$ cat src/verilog/dsp_pkg.sv
`default_nettype none
package dsp_pkg;
   // ***************************************************
   // bank geometry
   // ***************************************************
   localparam int NREG = 19;
   localparam int IW   = 5;
   localparam int DW   = 16;

   // storage index of each parameter
   localparam int IX_FSRC = 0;
   localparam int IX_RUN  = 1;
   localparam int IX_BASE = 2;
   localparam int IX_MAX  = 3;
   localparam int IX_AIN  = 4;
   localparam int IX_SFRQ = 5;
   localparam int IX_EFRQ = 6;
   localparam int IX_SPT  = 7;
   localparam int IX_EPT  = 8;
   localparam int IX_SFM  = 9;
   localparam int IX_FILT = 10;
   localparam int IX_PS0  = 11;
   localparam int IX_PS1  = 12;
   localparam int IX_PS2  = 13;
   localparam int IX_PS3  = 14;
   localparam int IX_PS4  = 15;
   localparam int IX_BAS2 = 16;
   localparam int IX_MAX2 = 17;
   localparam int IX_PS02 = 18;

   // network register number of each index
   localparam logic [DW-1:0] REG_ADDR [NREG] = '{
      16'h1019, 16'h101A, 16'h101B, 16'h101C, 16'h101D, 16'h1020, 16'h1022,
      16'h1023, 16'h1024, 16'h1025, 16'h1026, 16'h1029, 16'h102B, 16'h102D,
      16'h102F, 16'h1031, 16'h150C, 16'h150D, 16'h150F};

   // value after reset of each index, all inside its legal range
   localparam logic [DW-1:0] RST_VAL [NREG] = '{
      16'h0000, 16'h0001, 16'h003C, 16'h003C, 16'h0000, 16'h0000, 16'h0000,
      16'h0000, 16'h0064, 16'h0001, 16'h0008, 16'h0000, 16'h0000, 16'h0000,
      16'h0000, 16'h0000, 16'h003C, 16'h003C, 16'h0000};

   // ***************************************************
   // codes and limits
   // ***************************************************
   localparam logic [DW-1:0] FSRC_NET   = 16'h0003;
   localparam logic [DW-1:0] FSRC_CALC  = 16'h000A;
   localparam logic [DW-1:0] RUN_TERM   = 16'h0001;
   localparam logic [DW-1:0] RUN_NET    = 16'h0003;
   localparam logic [DW-1:0] AIN_MAXC   = 16'h0003;
   localparam logic [DW-1:0] SFM_MAXC   = 16'h0001;
   localparam logic [DW-1:0] HZ_MIN     = 16'h001E;
   localparam logic [DW-1:0] HZ_MAX     = 16'h0190;
   localparam logic [DW-1:0] DHZ_MAX    = 16'h0FA0;
   localparam logic [DW-1:0] PCT_MAX    = 16'h0064;
   localparam logic [DW-1:0] FILT_MIN   = 16'h0001;
   localparam logic [DW-1:0] FILT_ALIAS = 16'h0011;
   localparam logic [4:0]    FILT_DEEP  = 5'h10;
endpackage
`default_nettype wire

$ cat src/verilog/dsp_param_regs.sv
`timescale 1ns/1ps
`default_nettype none
// Contract
// - every parameter is a read/write holding register
// - frequency source codes 0-3 and 10
// - run source codes 1 to 3
// - motor1 base 30 Hz to motor1 max
// - motor2 base 30 Hz to motor2 max
// - motor1 max from base to 400 Hz
// - motor2 max from base to 400 Hz
// - analog select codes 0 and 1
// - analog select codes 2 and 3
// - range start frequency 0 to 4000
// - range end frequency 0 to 4000
// - range start point 0 to 100
// - range end point 0 to 100
// - start frequency mode codes 0 and 1
// - filter 1 to 16, 17 means 16
// - motor1 speed 0: zero or start..4000
// - motor2 speed 0: zero or start..4000
// - speeds 1-4: zero or start..4000
module dsp_param_regs (
   // clock and reset
   input  wire logic                      clock_i,
   input  wire logic                      rstn_i,
   // holding register access
   input  wire logic                      req_i,
   input  wire logic                      we_i,
   input  wire logic [dsp_pkg::DW-1:0]    addr_i,
   input  wire logic [dsp_pkg::DW-1:0]    wdata_i,
   output logic      [dsp_pkg::DW-1:0]    rdata_o,
   output logic                           ack_o,
   output logic                           err_o,
   // start frequency from the drive core, 0.1 Hz
   input  wire logic [dsp_pkg::DW-1:0]    start_freq_i,
   // parameter values toward the drive core
   output logic      [dsp_pkg::DW-1:0]    freq_reference_source_o,
   output logic      [dsp_pkg::DW-1:0]    run_command_source_o,
   output logic      [dsp_pkg::DW-1:0]    base_frequency_o,
   output logic      [dsp_pkg::DW-1:0]    maximum_frequency_o,
   output logic      [dsp_pkg::DW-1:0]    analog_input_select_o,
   output logic      [dsp_pkg::DW-1:0]    analog_range_start_freq_o,
   output logic      [dsp_pkg::DW-1:0]    analog_range_end_freq_o,
   output logic      [dsp_pkg::DW-1:0]    analog_range_start_point_o,
   output logic      [dsp_pkg::DW-1:0]    analog_range_end_point_o,
   output logic      [dsp_pkg::DW-1:0]    start_freq_mode_o,
   output logic      [dsp_pkg::DW-1:0]    input_filter_samples_o,
   output logic      [dsp_pkg::DW-1:0]    preset_speed_0_o,
   output logic      [dsp_pkg::DW-1:0]    preset_speed_1_o,
   output logic      [dsp_pkg::DW-1:0]    preset_speed_2_o,
   output logic      [dsp_pkg::DW-1:0]    preset_speed_3_o,
   output logic      [dsp_pkg::DW-1:0]    preset_speed_4_o,
   output logic      [dsp_pkg::DW-1:0]    base_frequency_motor2_o,
   output logic      [dsp_pkg::DW-1:0]    maximum_frequency_motor2_o,
   output logic      [dsp_pkg::DW-1:0]    preset_speed_0_motor2_o,
   // effective averaging depth, 1 to 16
   output logic      [4:0]                filter_depth_o
);
   import dsp_pkg::*;

   // ***************************************************
   // storage and decode
   // ***************************************************
   logic [DW-1:0] regs_reg [NREG];
   logic [DW-1:0] rdata_reg;
   logic [DW-1:0] rdata_next;
   logic          ack_reg;
   logic          err_reg;
   logic [4:0]    depth_reg;
   logic [4:0]    depth_next;
   logic [NREG-1:0] hit;
   logic [NREG-1:0] val_ok;
   logic [NREG-1:0] wr_en;
   logic [IW-1:0] hit_idx;
   logic          hit_any;
   logic          wr_req;
   logic          rd_req;
   logic          accept;
   logic          ps_ok;
   logic          ps_legal;
   logic [DW-1:0] wd;

   // one comparator per register number
   genvar g;
   generate
      for (g = 0; g < NREG; g++) begin : g_hit
         assign hit[g] = (addr_i == REG_ADDR[g]);
      end
   endgenerate

   // addresses are unique, so at most one hit bit is set
   always_comb begin
      hit_idx = '0;
      for (int k = 0; k < NREG; k++) begin
         if (hit[k]) begin
            hit_idx = IW'(k);
         end
      end
   end

   assign hit_any = |hit;
   assign wr_req  = req_i & we_i;
   assign rd_req  = req_i & ~we_i;
   assign wd      = wdata_i;

   // ***************************************************
   // range checks per register
   // ***************************************************
   // preset speeds: zero, or start frequency up to the top
   // start_freq_i is looked at on the write cycle only; a later rise of
   // the start frequency does not re-check presets already stored
   assign ps_ok    = (wd == '0) || ((wd >= start_freq_i) && (wd <= DHZ_MAX));
   assign ps_legal = ps_ok;

   assign val_ok[IX_FSRC] = (wd <= FSRC_NET) || (wd == FSRC_CALC);
   assign val_ok[IX_RUN]  = (wd >= RUN_TERM) && (wd <= RUN_NET);
   assign val_ok[IX_BASE] = (wd >= HZ_MIN) && (wd <= regs_reg[IX_MAX]);
   // max bounded below by base so the pair never crosses
   assign val_ok[IX_MAX]  = (wd >= HZ_MIN) && (wd <= HZ_MAX) && (wd >= regs_reg[IX_BASE]);
   assign val_ok[IX_AIN]  = (wd <= AIN_MAXC);
   assign val_ok[IX_SFRQ] = (wd <= DHZ_MAX);
   assign val_ok[IX_EFRQ] = (wd <= DHZ_MAX);
   assign val_ok[IX_SPT]  = (wd <= PCT_MAX);
   assign val_ok[IX_EPT]  = (wd <= PCT_MAX);
   assign val_ok[IX_SFM]  = (wd <= SFM_MAXC);
   assign val_ok[IX_FILT] = (wd >= FILT_MIN) && (wd <= FILT_ALIAS);
   assign val_ok[IX_PS0]  = ps_legal;
   assign val_ok[IX_PS1]  = ps_legal;
   assign val_ok[IX_PS2]  = ps_legal;
   assign val_ok[IX_PS3]  = ps_legal;
   assign val_ok[IX_PS4]  = ps_legal;
   assign val_ok[IX_BAS2] = (wd >= HZ_MIN) && (wd <= regs_reg[IX_MAX2]);
   assign val_ok[IX_MAX2] = (wd >= HZ_MIN) && (wd <= HZ_MAX) && (wd >= regs_reg[IX_BAS2]);
   assign val_ok[IX_PS02] = ps_legal;

   // cross checks read the partner value as stored now, so base and max
   // written in either order never leave base above max
   // a write lands only on a mapped register with a legal value
   assign accept = wr_req & hit_any & val_ok[hit_idx];

   // ***************************************************
   // register storage
   // ***************************************************
   generate
      for (g = 0; g < NREG; g++) begin : g_store
         assign wr_en[g] = accept & hit[g];

         // rejected writes never reach the flops
         always_ff @(posedge clock_i or negedge rstn_i) begin
            if (!rstn_i) begin
               regs_reg[g] <= RST_VAL[g];
            end else if (wr_en[g]) begin
               regs_reg[g] <= wd;
            end
         end
      end
   endgenerate

   // ***************************************************
   // answer path
   // ***************************************************
   // reads of unmapped numbers return zero beside the error pulse
   // zero on writes too, so a stale read value never looks like an answer
   assign rdata_next = (rd_req && hit_any) ? regs_reg[hit_idx] : '0;

   // 17 aliases to the deepest average
   // registered, so the filter sees no path back to the bus decode
   assign depth_next = (regs_reg[IX_FILT] == FILT_ALIAS) ? FILT_DEEP :
                       regs_reg[IX_FILT][4:0];

   // answer one cycle after the request, ack xor err
   // no back-pressure: every taken request is answered on the next edge
   always_ff @(posedge clock_i or negedge rstn_i) begin
      if (!rstn_i) begin
         ack_reg   <= 1'b0;
         err_reg   <= 1'b0;
         rdata_reg <= '0;
         depth_reg <= FILT_DEEP;
      end else begin
         ack_reg   <= (rd_req & hit_any) | accept;
         err_reg   <= req_i & ~((rd_req & hit_any) | accept);
         rdata_reg <= rdata_next;
         depth_reg <= depth_next;
      end
   end

   // ***************************************************
   // outputs
   // ***************************************************
   // every output reads a flop directly, no logic in between
   assign rdata_o                    = rdata_reg;
   assign ack_o                      = ack_reg;
   assign err_o                      = err_reg;
   assign filter_depth_o             = depth_reg;
   assign freq_reference_source_o    = regs_reg[IX_FSRC];
   assign run_command_source_o       = regs_reg[IX_RUN];
   assign base_frequency_o           = regs_reg[IX_BASE];
   assign maximum_frequency_o        = regs_reg[IX_MAX];
   assign analog_input_select_o      = regs_reg[IX_AIN];
   assign analog_range_start_freq_o  = regs_reg[IX_SFRQ];
   assign analog_range_end_freq_o    = regs_reg[IX_EFRQ];
   assign analog_range_start_point_o = regs_reg[IX_SPT];
   assign analog_range_end_point_o   = regs_reg[IX_EPT];
   assign start_freq_mode_o          = regs_reg[IX_SFM];
   assign input_filter_samples_o     = regs_reg[IX_FILT];
   assign preset_speed_0_o           = regs_reg[IX_PS0];
   assign preset_speed_1_o           = regs_reg[IX_PS1];
   assign preset_speed_2_o           = regs_reg[IX_PS2];
   assign preset_speed_3_o           = regs_reg[IX_PS3];
   assign preset_speed_4_o           = regs_reg[IX_PS4];
   assign base_frequency_motor2_o    = regs_reg[IX_BAS2];
   assign maximum_frequency_motor2_o = regs_reg[IX_MAX2];
   assign preset_speed_0_motor2_o    = regs_reg[IX_PS02];
endmodule
`default_nettype wire

$ cat config.mk
export PLATFORM = sky130hd
export DESIGN_NAME = dsp_param_regs
export DESIGN_NICKNAME = d
export VERILOG_FILES = /design/src/verilog/dsp_pkg.sv /design/src/verilog/dsp_param_regs.sv
export SDC_FILE = /design/constraint.sdc
export NUM_CORES = 1
export LEC_CHECK = 0
export BUFFER_PORTS_ARGS = -buffer_cell sky130_fd_sc_hd__buf_2
export CAP_MARGIN = 20
export CORE_MARGIN = 2
export CORE_UTILIZATION = 45
export CTS_CLUSTER_DIAMETER = 40
export DETAILED_ROUTE_END_ITERATION = 12
export PLACE_DENSITY = 0.72
export SETUP_SLACK_MARGIN = 0.5
export SYNTH_ARGS = -nofsm -noshare
export SYNTH_HDL_FRONTEND = slang
export SYNTH_SLANG_ARGS = --single-unit
$ cat constraint.sdc
create_clock -name clock_i -period 7.3 [get_ports clock_i]
set_clock_uncertainty 0.2 [all_clocks]
set_input_delay 2.19 -clock clock_i [delete_from_list [all_inputs] [get_ports clock_i]]
set_output_delay 2.19 -clock clock_i [all_outputs]
set_load 0.03 [all_outputs]
=== Word level (Yosys, flattened, before mapping) ===
Index checks and enable logic that the tools add are counted.

* Register bits after elaboration: 327
* Latch bits: 0
* Bits in writable memories: 0
* Bits in read-only memories: 0
* Input port bits: 52
* Output and inout bits: 327
* Memories kept: 0

* Add/sub/neg operators: 0
* Multiply operators: 0
* Div/mod/pow operators: 0
* $lt $le $gt $ge: 15
* Equality and inequality tests: 21
* Shift operators: 0
* Multiplexer cells: 25
* Bitwise operators: 29
* Reduce and logical (&&, ||, !) cells: 13

{| class="wikitable"
|+ Operators with widths
! kind !! number
|-
| equality test 16 x 13 -> 1 bit, second input constant || 19
|-
| binary-select mux 16 bit (select 5 bit) || 1
|-
| greater-or-equal comparator 16 bit || 3
|-
| two-way mux 16 bit || 3
|-
| less-or-equal comparator 16 bit || 2
|-
| two-way mux 4 bit || 8
|-
| bitwise AND 1 bit || 25
|-
| two-way mux 5 bit || 4
|-
| OR reduction 19 bit || 1
|-
| equality test 16 x 4 -> 1 bit, second input constant || 1
|-
| equality test 16 x 5 -> 1 bit, second input constant || 1
|-
| greater-or-equal comparator 16 x 1 -> 1 bit, second input constant || 1
|-
| greater-or-equal comparator 16 x 5 -> 1 bit, second input constant || 1
|-
| less-or-equal comparator 16 x 1 -> 1 bit, second input constant || 1
|-
| less-or-equal comparator 16 x 12 -> 1 bit, second input constant || 1
|-
| less-or-equal comparator 16 x 2 -> 1 bit, second input constant || 1
|-
| less-or-equal comparator 16 x 5 -> 1 bit, second input constant || 1
|-
| less-or-equal comparator 16 x 7 -> 1 bit, second input constant || 1
|-
| less-or-equal comparator 16 x 9 -> 1 bit, second input constant || 1
|-
| logical NOT 16 bit || 1
|-
| two-way mux 3 bit || 4
|-
| logical AND 1 bit || 9
|-
| greater-or-equal comparator 6 bit, second input constant || 1
|-
| < comparator 5 x 6 -> 1 bit, second input constant || 1
|-
| other kinds (7) || 11
|}

=== Depth between registers and ports, before layout ===
Gate-level depths: netlist (run 1).

* Depth in word-level cells: 25
* Mapped depth: 15
* Gate-level depth less buffers: 11

=== Worst setup path after synthesis (run 1) ===
No wires, ideal clock.

* Kind: input port to flip-flop
* Start point: input wdata_i[0] in the netlist's numbering
* End point: register regs_reg, in the netlist base_frequency_o[10]
* Setup time: 128 ps
* Data arrival time: 5355 ps
* Data required time: 6972 ps
* Slack: 1618 ps
* Stages: 14
* Path buffers: 3
* Path through: clkbuf_1 > inv_1 > ha_1 > nor2b_1 > o21ai_0 > a41oi_1 > a211oi_1 > o311ai_1 > a21boi_0 > nor4_4 > buf_6 > a2111oi_4 > buf_4 > mux2_1

* Longest elaborated chain between the ends: 7

{| class="wikitable"
|+ RTL lines
! what !! line !! RTL
|-
| from (decl) || dsp_param_regs.sv:30 || <nowiki>input wire logic [dsp_pkg::DW-1:0] wdata_i,</nowiki>
|-
| greater-or-equal comparator 16 x 5 -> 1 bit, or another cell as far along || n/a ||
|-
| logical AND 1 bit, on equally long branches || dsp_param_regs.sv:119, dsp_param_regs.sv:133, dsp_param_regs.sv:112 ||
|-
| logical AND 1 bit, or another cell as far along || dsp_param_regs.sv:119 || <nowiki>assign val_ok[IX_MAX] = (wd >= HZ_MIN) && (wd <= HZ_MAX) && (wd >= regs_reg[IX_BASE]);</nowiki>
|-
| binary-select mux 1 bit (select 5 bit) (*) || dsp_param_regs.sv:139 || <nowiki>assign accept = wr_req & hit_any & val_ok[hit_idx];</nowiki>
|-
| two-way mux 1 bit (not written as such) (*) || dsp_param_regs.sv:139 ||
|-
| bitwise AND 1 bit (*) || dsp_param_regs.sv:139 ||
|-
| bitwise AND 1 bit (*) || dsp_param_regs.sv:146 || <nowiki>assign wr_en[g] = accept & hit[g];</nowiki>
|-
| to (signal, indexed assignment) || dsp_param_regs.sv:151 || <nowiki>regs_reg[g] <= RST_VAL[g];</nowiki>
|-
| to (signal, indexed assignment) || dsp_param_regs.sv:153 || <nowiki>regs_reg[g] <= wd;</nowiki>
|-
| to (decl) || dsp_param_regs.sv:64 || <nowiki>logic [DW-1:0] regs_reg [NREG];</nowiki>
|}

Every way passes the cells marked *; elsewhere a longest branch is shown, timed or not. The select of a mux whose other input is x is not followed.
A chain may end at the register's enable or synchronous reset.

=== Final worst setup path (run 1) ===
* Start point: input addr_i[0] in the netlist's numbering
* End point: register regs_reg, in the netlist preset_speed_4_o[6]

* Longest elaborated chain between the ends: 23

{| class="wikitable"
|+ RTL lines
! what !! line !! RTL
|-
| from (decl) || dsp_param_regs.sv:29 || <nowiki>input wire logic [dsp_pkg::DW-1:0] addr_i,</nowiki>
|-
| equality test 16 x 13 -> 1 bit || dsp_param_regs.sv:87 || <nowiki>assign hit[g] = (addr_i == REG_ADDR[g]);</nowiki>
|-
| two-way mux 1 bit || dsp_param_regs.sv:95 || <nowiki>if (hit[k]) begin</nowiki>
|-
| two-way mux 2 bit (2 in series) || dsp_param_regs.sv:95 ||
|-
| two-way mux 3 bit (4 in series) || dsp_param_regs.sv:95 ||
|-
| two-way mux 4 bit (8 in series) || dsp_param_regs.sv:95 ||
|-
| two-way mux 5 bit (3 in series) || dsp_param_regs.sv:95 ||
|-
| binary-select mux 1 bit (select 5 bit) || dsp_param_regs.sv:139 ||
|-
| two-way mux 1 bit (not written as such) || dsp_param_regs.sv:139 ||
|-
| bitwise AND 1 bit || dsp_param_regs.sv:139 ||
|-
| bitwise AND 1 bit (*) || dsp_param_regs.sv:146 ||
|}

Marks and branches as above.

==> impl_metrics.json, run 1 <==
{
  "grt_max_degree": 149,
  "maxCapViolations": 0,
  "outcome": "completed",
  "worst_pin_slew_ns": 1.17,
  "synth_seq_area_share_pct": 47.4,
  "io_pins": 379,
  "synth_area_leaders": "dfrtp_1 (44%), mux2_2 (9.0%), ha_1 (5.8%)",
  "htree_levels": 2,
  "grt_busiest_layer": "met2",
  "first_global_vias": 15037,
  "yosys.cell_types.count": 81,
  "arrival_ns": 6.25,
  "antenna_found_initial": 1,
  "finalCritPeriodShare_pct": 81.8,
  "gp_congestion": 0.993,
  "ctsResizeCount": 0,
  "slew_viol_final": 0,
  "grt_usage_pct": 30.7,
  "slowest_delay_ns": 0.96,
  "relSlewSlack_pct": 21.6,
  "via_per_inst": 5.83,
  "path_max_fanout": 28,
  "async_flop_share_pct": 100,
  "drive_gt1_share_pct": 35.8,
  "cp-start-kind": "input pin",
  "syn_to_final_growth_pct": 24.3,
  "total_power_mw": 4.43,
  "num_vias": 14802,
  "synth_edf_count": 0,
  "leakagePower_nw": 10.9,
  "die_y_um": 200,
  "syn_area_mm2": 0.0173,
  "clk_latency_ns": 0.61,
  "die-area_mm2": 0.0401,
  "synth_area_per_cell_um2": 10.8,
  "post_drt_wl_per_cell_um": 24.3,
  "yosys_warnings": 0,
  "ir_drop_mv": 0.149,
  "start_util_pct": 45.8,
  "synth_ff_type": "dfrtp_1",
  "layout_commonest_cell": "buf_2",
  "mostFrequentLayoutCells": "buf_2 (377), dfrtp_1 (304), nand2_1 (221)",
  "crit_type": "input pin to flop",
  "multiInputGateArea_mm2": 0.00835,
  "dp_hpwl_um": 45100,
  "grtUsageMet1_pct": 38.9,
  "ctsHoldBuffers": 0,
  "worstPathCellList": "buf_2 -> nor2b_2 -> nand3_1 -> nor3_1 -> nor2_4 -> o21ai_0 -> a21oi_1 -> nor4_4 -> buf_4 -> a2111oi_4 -> buf_4 -> mux2_1",
  "grt_use_met2_pct": 48.5,
  "finalHoldViolations": 0,
  "p_per_area_mw_per_mm2": 205,
  "port_buffers": 378,
  "ant_nets": 0,
  "worst-path-buf-inv": 3,
  "seq_area_mm2": 0.00821,
  "fin_area_mm2": 0.0216,
  "core.rowCount": 71,
  "worst_setup_path_end_kind": "flop",
  "grt-ovfl-total": 0,
  "cts-buffers-inserted": 48,
  "layout_setup_ws_ns": 1.33,
  "pre_cts_ws_ns": 0.637,
  "path_clk_slew_ns": 0.06,
  "syn_nets": 1745,
  "utilization_pct": 57.0,
  "crit_top_cell": "buf_4",
  "die_w_um": 200,
  "timing.fmax_mhz": 167,
  "syn_inst": 1613,
  "ys_ff_latch": 327,
  "num-fill-cells": 3230,
  "placed_area_mm2": 0.0198,
  "yosysTopAreaCell": "dfrtp_1",
  "fin_setup_tns_ns": 0,
  "finalSetupViolCount": 0,
  "grt_util_met3_pct": 7.61,
  "synth_top_cell_area_share_pct": 43.9,
  "drc": 0,
  "root_buffer": "clkbuf_16",
  "tritoncts": "done",
  "drt_wl_total_um": 61800,
  "grt_pass1_wl_um": 94600,
  "drt_first_pass_iters": 5,
  "core_area_mm2": 0.0378,
  "finalCriticalPeriod_ns": 5.97,
  "crit_required_ns": 7.58,
  "crit_family": "simple AND/OR/NAND/NOR gates",
  "cts.sinks": 327,
  "clockBufferDepth": 3,
  "rsz0062_at_grt": "false",
  "cts_setup_buffers": 0,
  "drtIter0Drc": 1246,
  "critical-path-slowest-cell": "nor4_4",
  "fin_nets": 2120,
  "hp-class": "flop to flop"
}
[synth_stat cells (5+ instances only)]
cell / count
a2111oi_4: 12
a211o_1: 5
a211oi_1: 15
a21o_1: 8
a21oi_1: 55
a221oi_1: 6
a311oi_1: 20
a31oi_1: 23
and3_1: 12
and4_1: 5
buf_1: 20
buf_2: 12
buf_4: 11
buf_6: 6
clkbuf_1: 54
dfrtp_1: 304
dfstp_2: 23
ha_1: 80
inv_1: 82
mux2_1: 34
mux2_2: 138
mux2i_1: 29
mux4_2: 9
nand2_1: 221
nand3_1: 74
nand4_1: 17
nor2_1: 64
nor2b_1: 124
nor3_1: 10
nor4_1: 6
o211ai_1: 11
o21ai_0: 37
o221ai_1: 7
[path summary, 6_finish.rpt]
| path | startpoint | endpoint | slack [ns] | depth (start not counted) |
|---|---|---|---|---|
| min reg2reg | input_filter_samples_o[3] | filter_depth_o[3] | 0.23 | 0 |
| max reg2reg | base_frequency_o[5] | preset_speed_4_o[6] | 2.90 | 13 |
| max in group asynchronous | rstn_i | base_frequency_motor2_o[10] | 4.03 | 2 |
| min | input_filter_samples_o[3] | filter_depth_o[3] | 0.23 | 0 |
| min in group asynchronous | rstn_i | preset_speed_0_o[4] | 1.49 | 1 |
| max | addr_i[0] | preset_speed_4_o[6] | 1.33 | 12 |
[area by class of cell]
cell class	instances	area share, %
tap	511	2.97
multi-input combinational	1099	38.7
antenna	2	0.0232
inverter	82	1.43
timing repair buffer	430	10.9
sequential	327	38.1
clock inverter	33	1.97
clock buffer	57	5.91
[through the flow]
stage,cells,hold slack (ns)
final,2541,0.229
after global routing,2539,0.243
after CTS,2537,0.230
after detailed placement,2447,0.222
after global placement,2446,0.218
after floorplan,1613,0.358
[kinds of logic after synthesis]
group / share of synthesized area, %
fa+ha+maj: 5.77
mux: 14.0
simple gates: 17.1
buf+inv: 4.82
xor+xnor: 0.152
flops: 47.4
compound gates: 10.8
[report_power, final]
| group | internal [mW] | leakage (nW) | switching (mW) |
|---|---|---|---|
| sequential | 1.81 | 4.40 | 0.0000620 |
| clock | 1.47 | 0.823 | 0.966 |
| combinational | 0.0504 | 5.65 | 0.128 |
[worst register-to-register path, delay by kind of cell, from the launching register on]
kind	cells	cell delay (ns)
buf+inv	3	0.65
mux	1	0.34
compound gates	6	1.15
flops	1	0.57
fa+ha+maj	1	0.31
simple gates	2	1.07
[per-layer routing]
layer | wire length (µm) | vias to the layer above
li1 | - | 6475
met1 | 24700 | 7371
met2 | 28500 | 771
met3 | 5270 | 185
met4 | 3310 | 0
met5 | 0 | -
No activity file was read; power rests on OpenSTA's default activity.
==> inputs of run 2 (changes only) <==
- clock period: 7.3 -> 6.3 ns (I/O delays scaled with it)
==> impl_metrics.json, run 2 (same netlist as run 1, synthesis figures left out) <==
{
  "critical-path-slowest-cell": "a2111oi_4",
  "finalCritPeriodShare_pct": 84.7,
  "fin_nets": 2127,
  "place_inst": 2455,
  "drc": 0,
  "num_vias": 14701,
  "grt_busiest_layer": "met2",
  "mostFrequentLayoutCells": "buf_2 (377), dfrtp_1 (304), nand2_1 (221)",
  "clk_latency_ns": 0.58,
  "ant_nets": 0,
  "io_pins": 379,
  "grt_max_degree": 115,
  "num-fill-cells": 3294,
  "timing.fmax_mhz": 188,
  "fin_setup_tns_ns": 0,
  "ctsResizeCount": 0,
  "tritoncts": "done",
  "slew_viol_final": 0,
  "grt_use_met2_pct": 48.7,
  "maxCapViolations": 0,
  "clockBufferDepth": 3,
  "crit_required_ns": 6.56,
  "dp_hpwl_um": 45000,
  "post_drt_wl_per_cell_um": 24.0,
  "leakagePower_nw": 10.9,
  "via_per_inst": 5.77,
  "syn_to_final_growth_pct": 24.8,
  "drive_gt1_share_pct": 36.2,
  "finalCriticalPeriod_ns": 5.33,
  "drtIter0Drc": 1185,
  "crit_start": "addr_i[9]",
  "p_sw_share_pct": 24.7,
  "grt-ovfl-total": 0,
  "finalSetupViolCount": 0,
  "p_per_area_mw_per_mm2": 236,
  "rsz0062_at_grt": "false",
  "crit_family": "compound AO/OA/AOI/OAI gates",
  "relSlewSlack_pct": 38.0,
  "slowest_delay_ns": 0.62,
  "drt_wl_total_um": 61200,
  "layout_commonest_cell": "buf_2",
  "ir_drop_mv": 0.240,
  "cts.sinks": 327,
  "core_area_mm2": 0.0378,
  "htree_levels": 2,
  "root_buffer": "clkbuf_16",
  "grt_util_met3_pct": 5.89,
  "grt_usage_pct": 30.3,
  "finalHoldViolations": 0,
  "path_clk_slew_ns": 0.05,
  "p_switching_mw": 1.26,
  "die_w_um": 200,
  "layoutNonFillerInstCount": 2547,
  "cp-start-kind": "input pin",
  "hp-class": "flop to flop",
  "ctsHoldBuffers": 0,
  "die_y_um": 200,
  "grtUsageMet1_pct": 40.0,
  "cts_setup_buffers": 0,
  "arrival_ns": 5.59,
  "gp_congestion": 0.941,
  "antenna_found_initial": 1,
  "core.rowCount": 71,
  "p_int_mw": 3.85,
  "grt_pass1_wl_um": 93500,
  "crit_type": "input pin to flop",
  "first_global_vias": 14624,
  "power_frac_comb_pct": 4.0,
  "hp-start": "input_filter_samples_o[3]",
  "power_frac_clock_pct": 54.9,
  "cts-buffers-inserted": 49,
  "port_buffers": 378,
  "worst_setup_path_end_kind": "flop",
  "r2r_start": "maximum_frequency_motor2_o[12]",
  "outcome": "completed",
  "path_max_fanout": 13,
  "worst-path-buf-inv": 2,
  "pwr-share-seq_pct": 41.1,
  "worst_pin_slew_ns": 0.930,
  "diodes": 0,
  "worstPathCellList": "buf_2 -> nor4b_4 -> nand3_2 -> a31oi_1 -> or2_4 -> o311ai_1 -> a21oi_1 -> o31ai_4 -> buf_12 -> a2111oi_4 -> mux2_2",
  "die-area_mm2": 0.0401,
  "drt_first_pass_iters": 7,
  "start_util_pct": 45.8
}
run 2: power by group through the flow:
stage | sequential [mW] | combinational, mW | clock (mW)
3_3_place_gp | 2.14 | 0.197 | 0
3_5_place_dp | 2.14 | 0.203 | 0
5_1_grt | 2.10 | 0.229 | 2.93
4_1_cts | 2.10 | 0.205 | 2.82
6_report | 2.10 | 0.204 | 2.81
2_1_floorplan | 2.14 | 0.0842 | 0
run 2: layout make-up:
| cell class | instances | area (µm²) | area share, % |
|---|---|---|---|
| Inverter | 82 | 308 | 1.42 |
| Clock inverter | 32 | 364 | 1.68 |
| Clock buffer | 60 | 1350 | 6.23 |
| Multi-Input combinational cell | 1099 | 8350 | 38.6 |
| Tap cell | 511 | 639 | 2.95 |
| Sequential cell | 327 | 8210 | 38.0 |
| Timing Repair Buffer | 436 | 2410 | 11.1 |
run 2: path summary, 6_finish.rpt:
check / slack (ns) / endpoint / cells after the start
max in group asynchronous: 3.53 / run_command_source_o[11] / 2
worst min register to register: 0.23 / filter_depth_o[3] / 0
min in group asynchronous: 1.13 / analog_range_end_point_o[7] / 1
worst max register to register: 2.23 / preset_speed_3_o[8] / 13
worst min-delay path: 0.23 / filter_depth_o[3] / 0
worst max-delay path: 0.97 / run_command_source_o[1] / 11
run 2: per-stage QoR:
stage               hold slack (ns)  util [%]  setup slack (ns)  power [mW]  instance area, µm²
floorplan                     0.358         -             0.918        2.22               17300
global placement              0.219      52.7             0.491        2.34               19900
detailed placement            0.221      52.7             0.430        2.34               19900
CTS                           0.227      57.2              1.01        5.13               21600
global route                  0.238      57.2             0.812        5.26               21600
finish                        0.225      57.2             0.967        5.11               21600
run 2: worst reg2reg max path: stages, from the launching register on:
cell	delay, ns
dfrtp_1	0.42
inv_1	0.09
ha_1	0.32
and3_1	0.16
nand4_1	0.22
a211o_1	0.33
and4_1	0.16
o21ai_0	0.16
a21oi_1	0.13
o31ai_4	0.82
buf_12	0.29
a2111oi_4	0.06
buf_4	0.23
mux2_1	0.36
run 2: routing by layer:
layer  part of all wire (%)  vias up
met4                    4.7        0
li1                       -     6482
met5                      0        -
met1                     42     7432
met2                     47      648
met3                    6.9      139
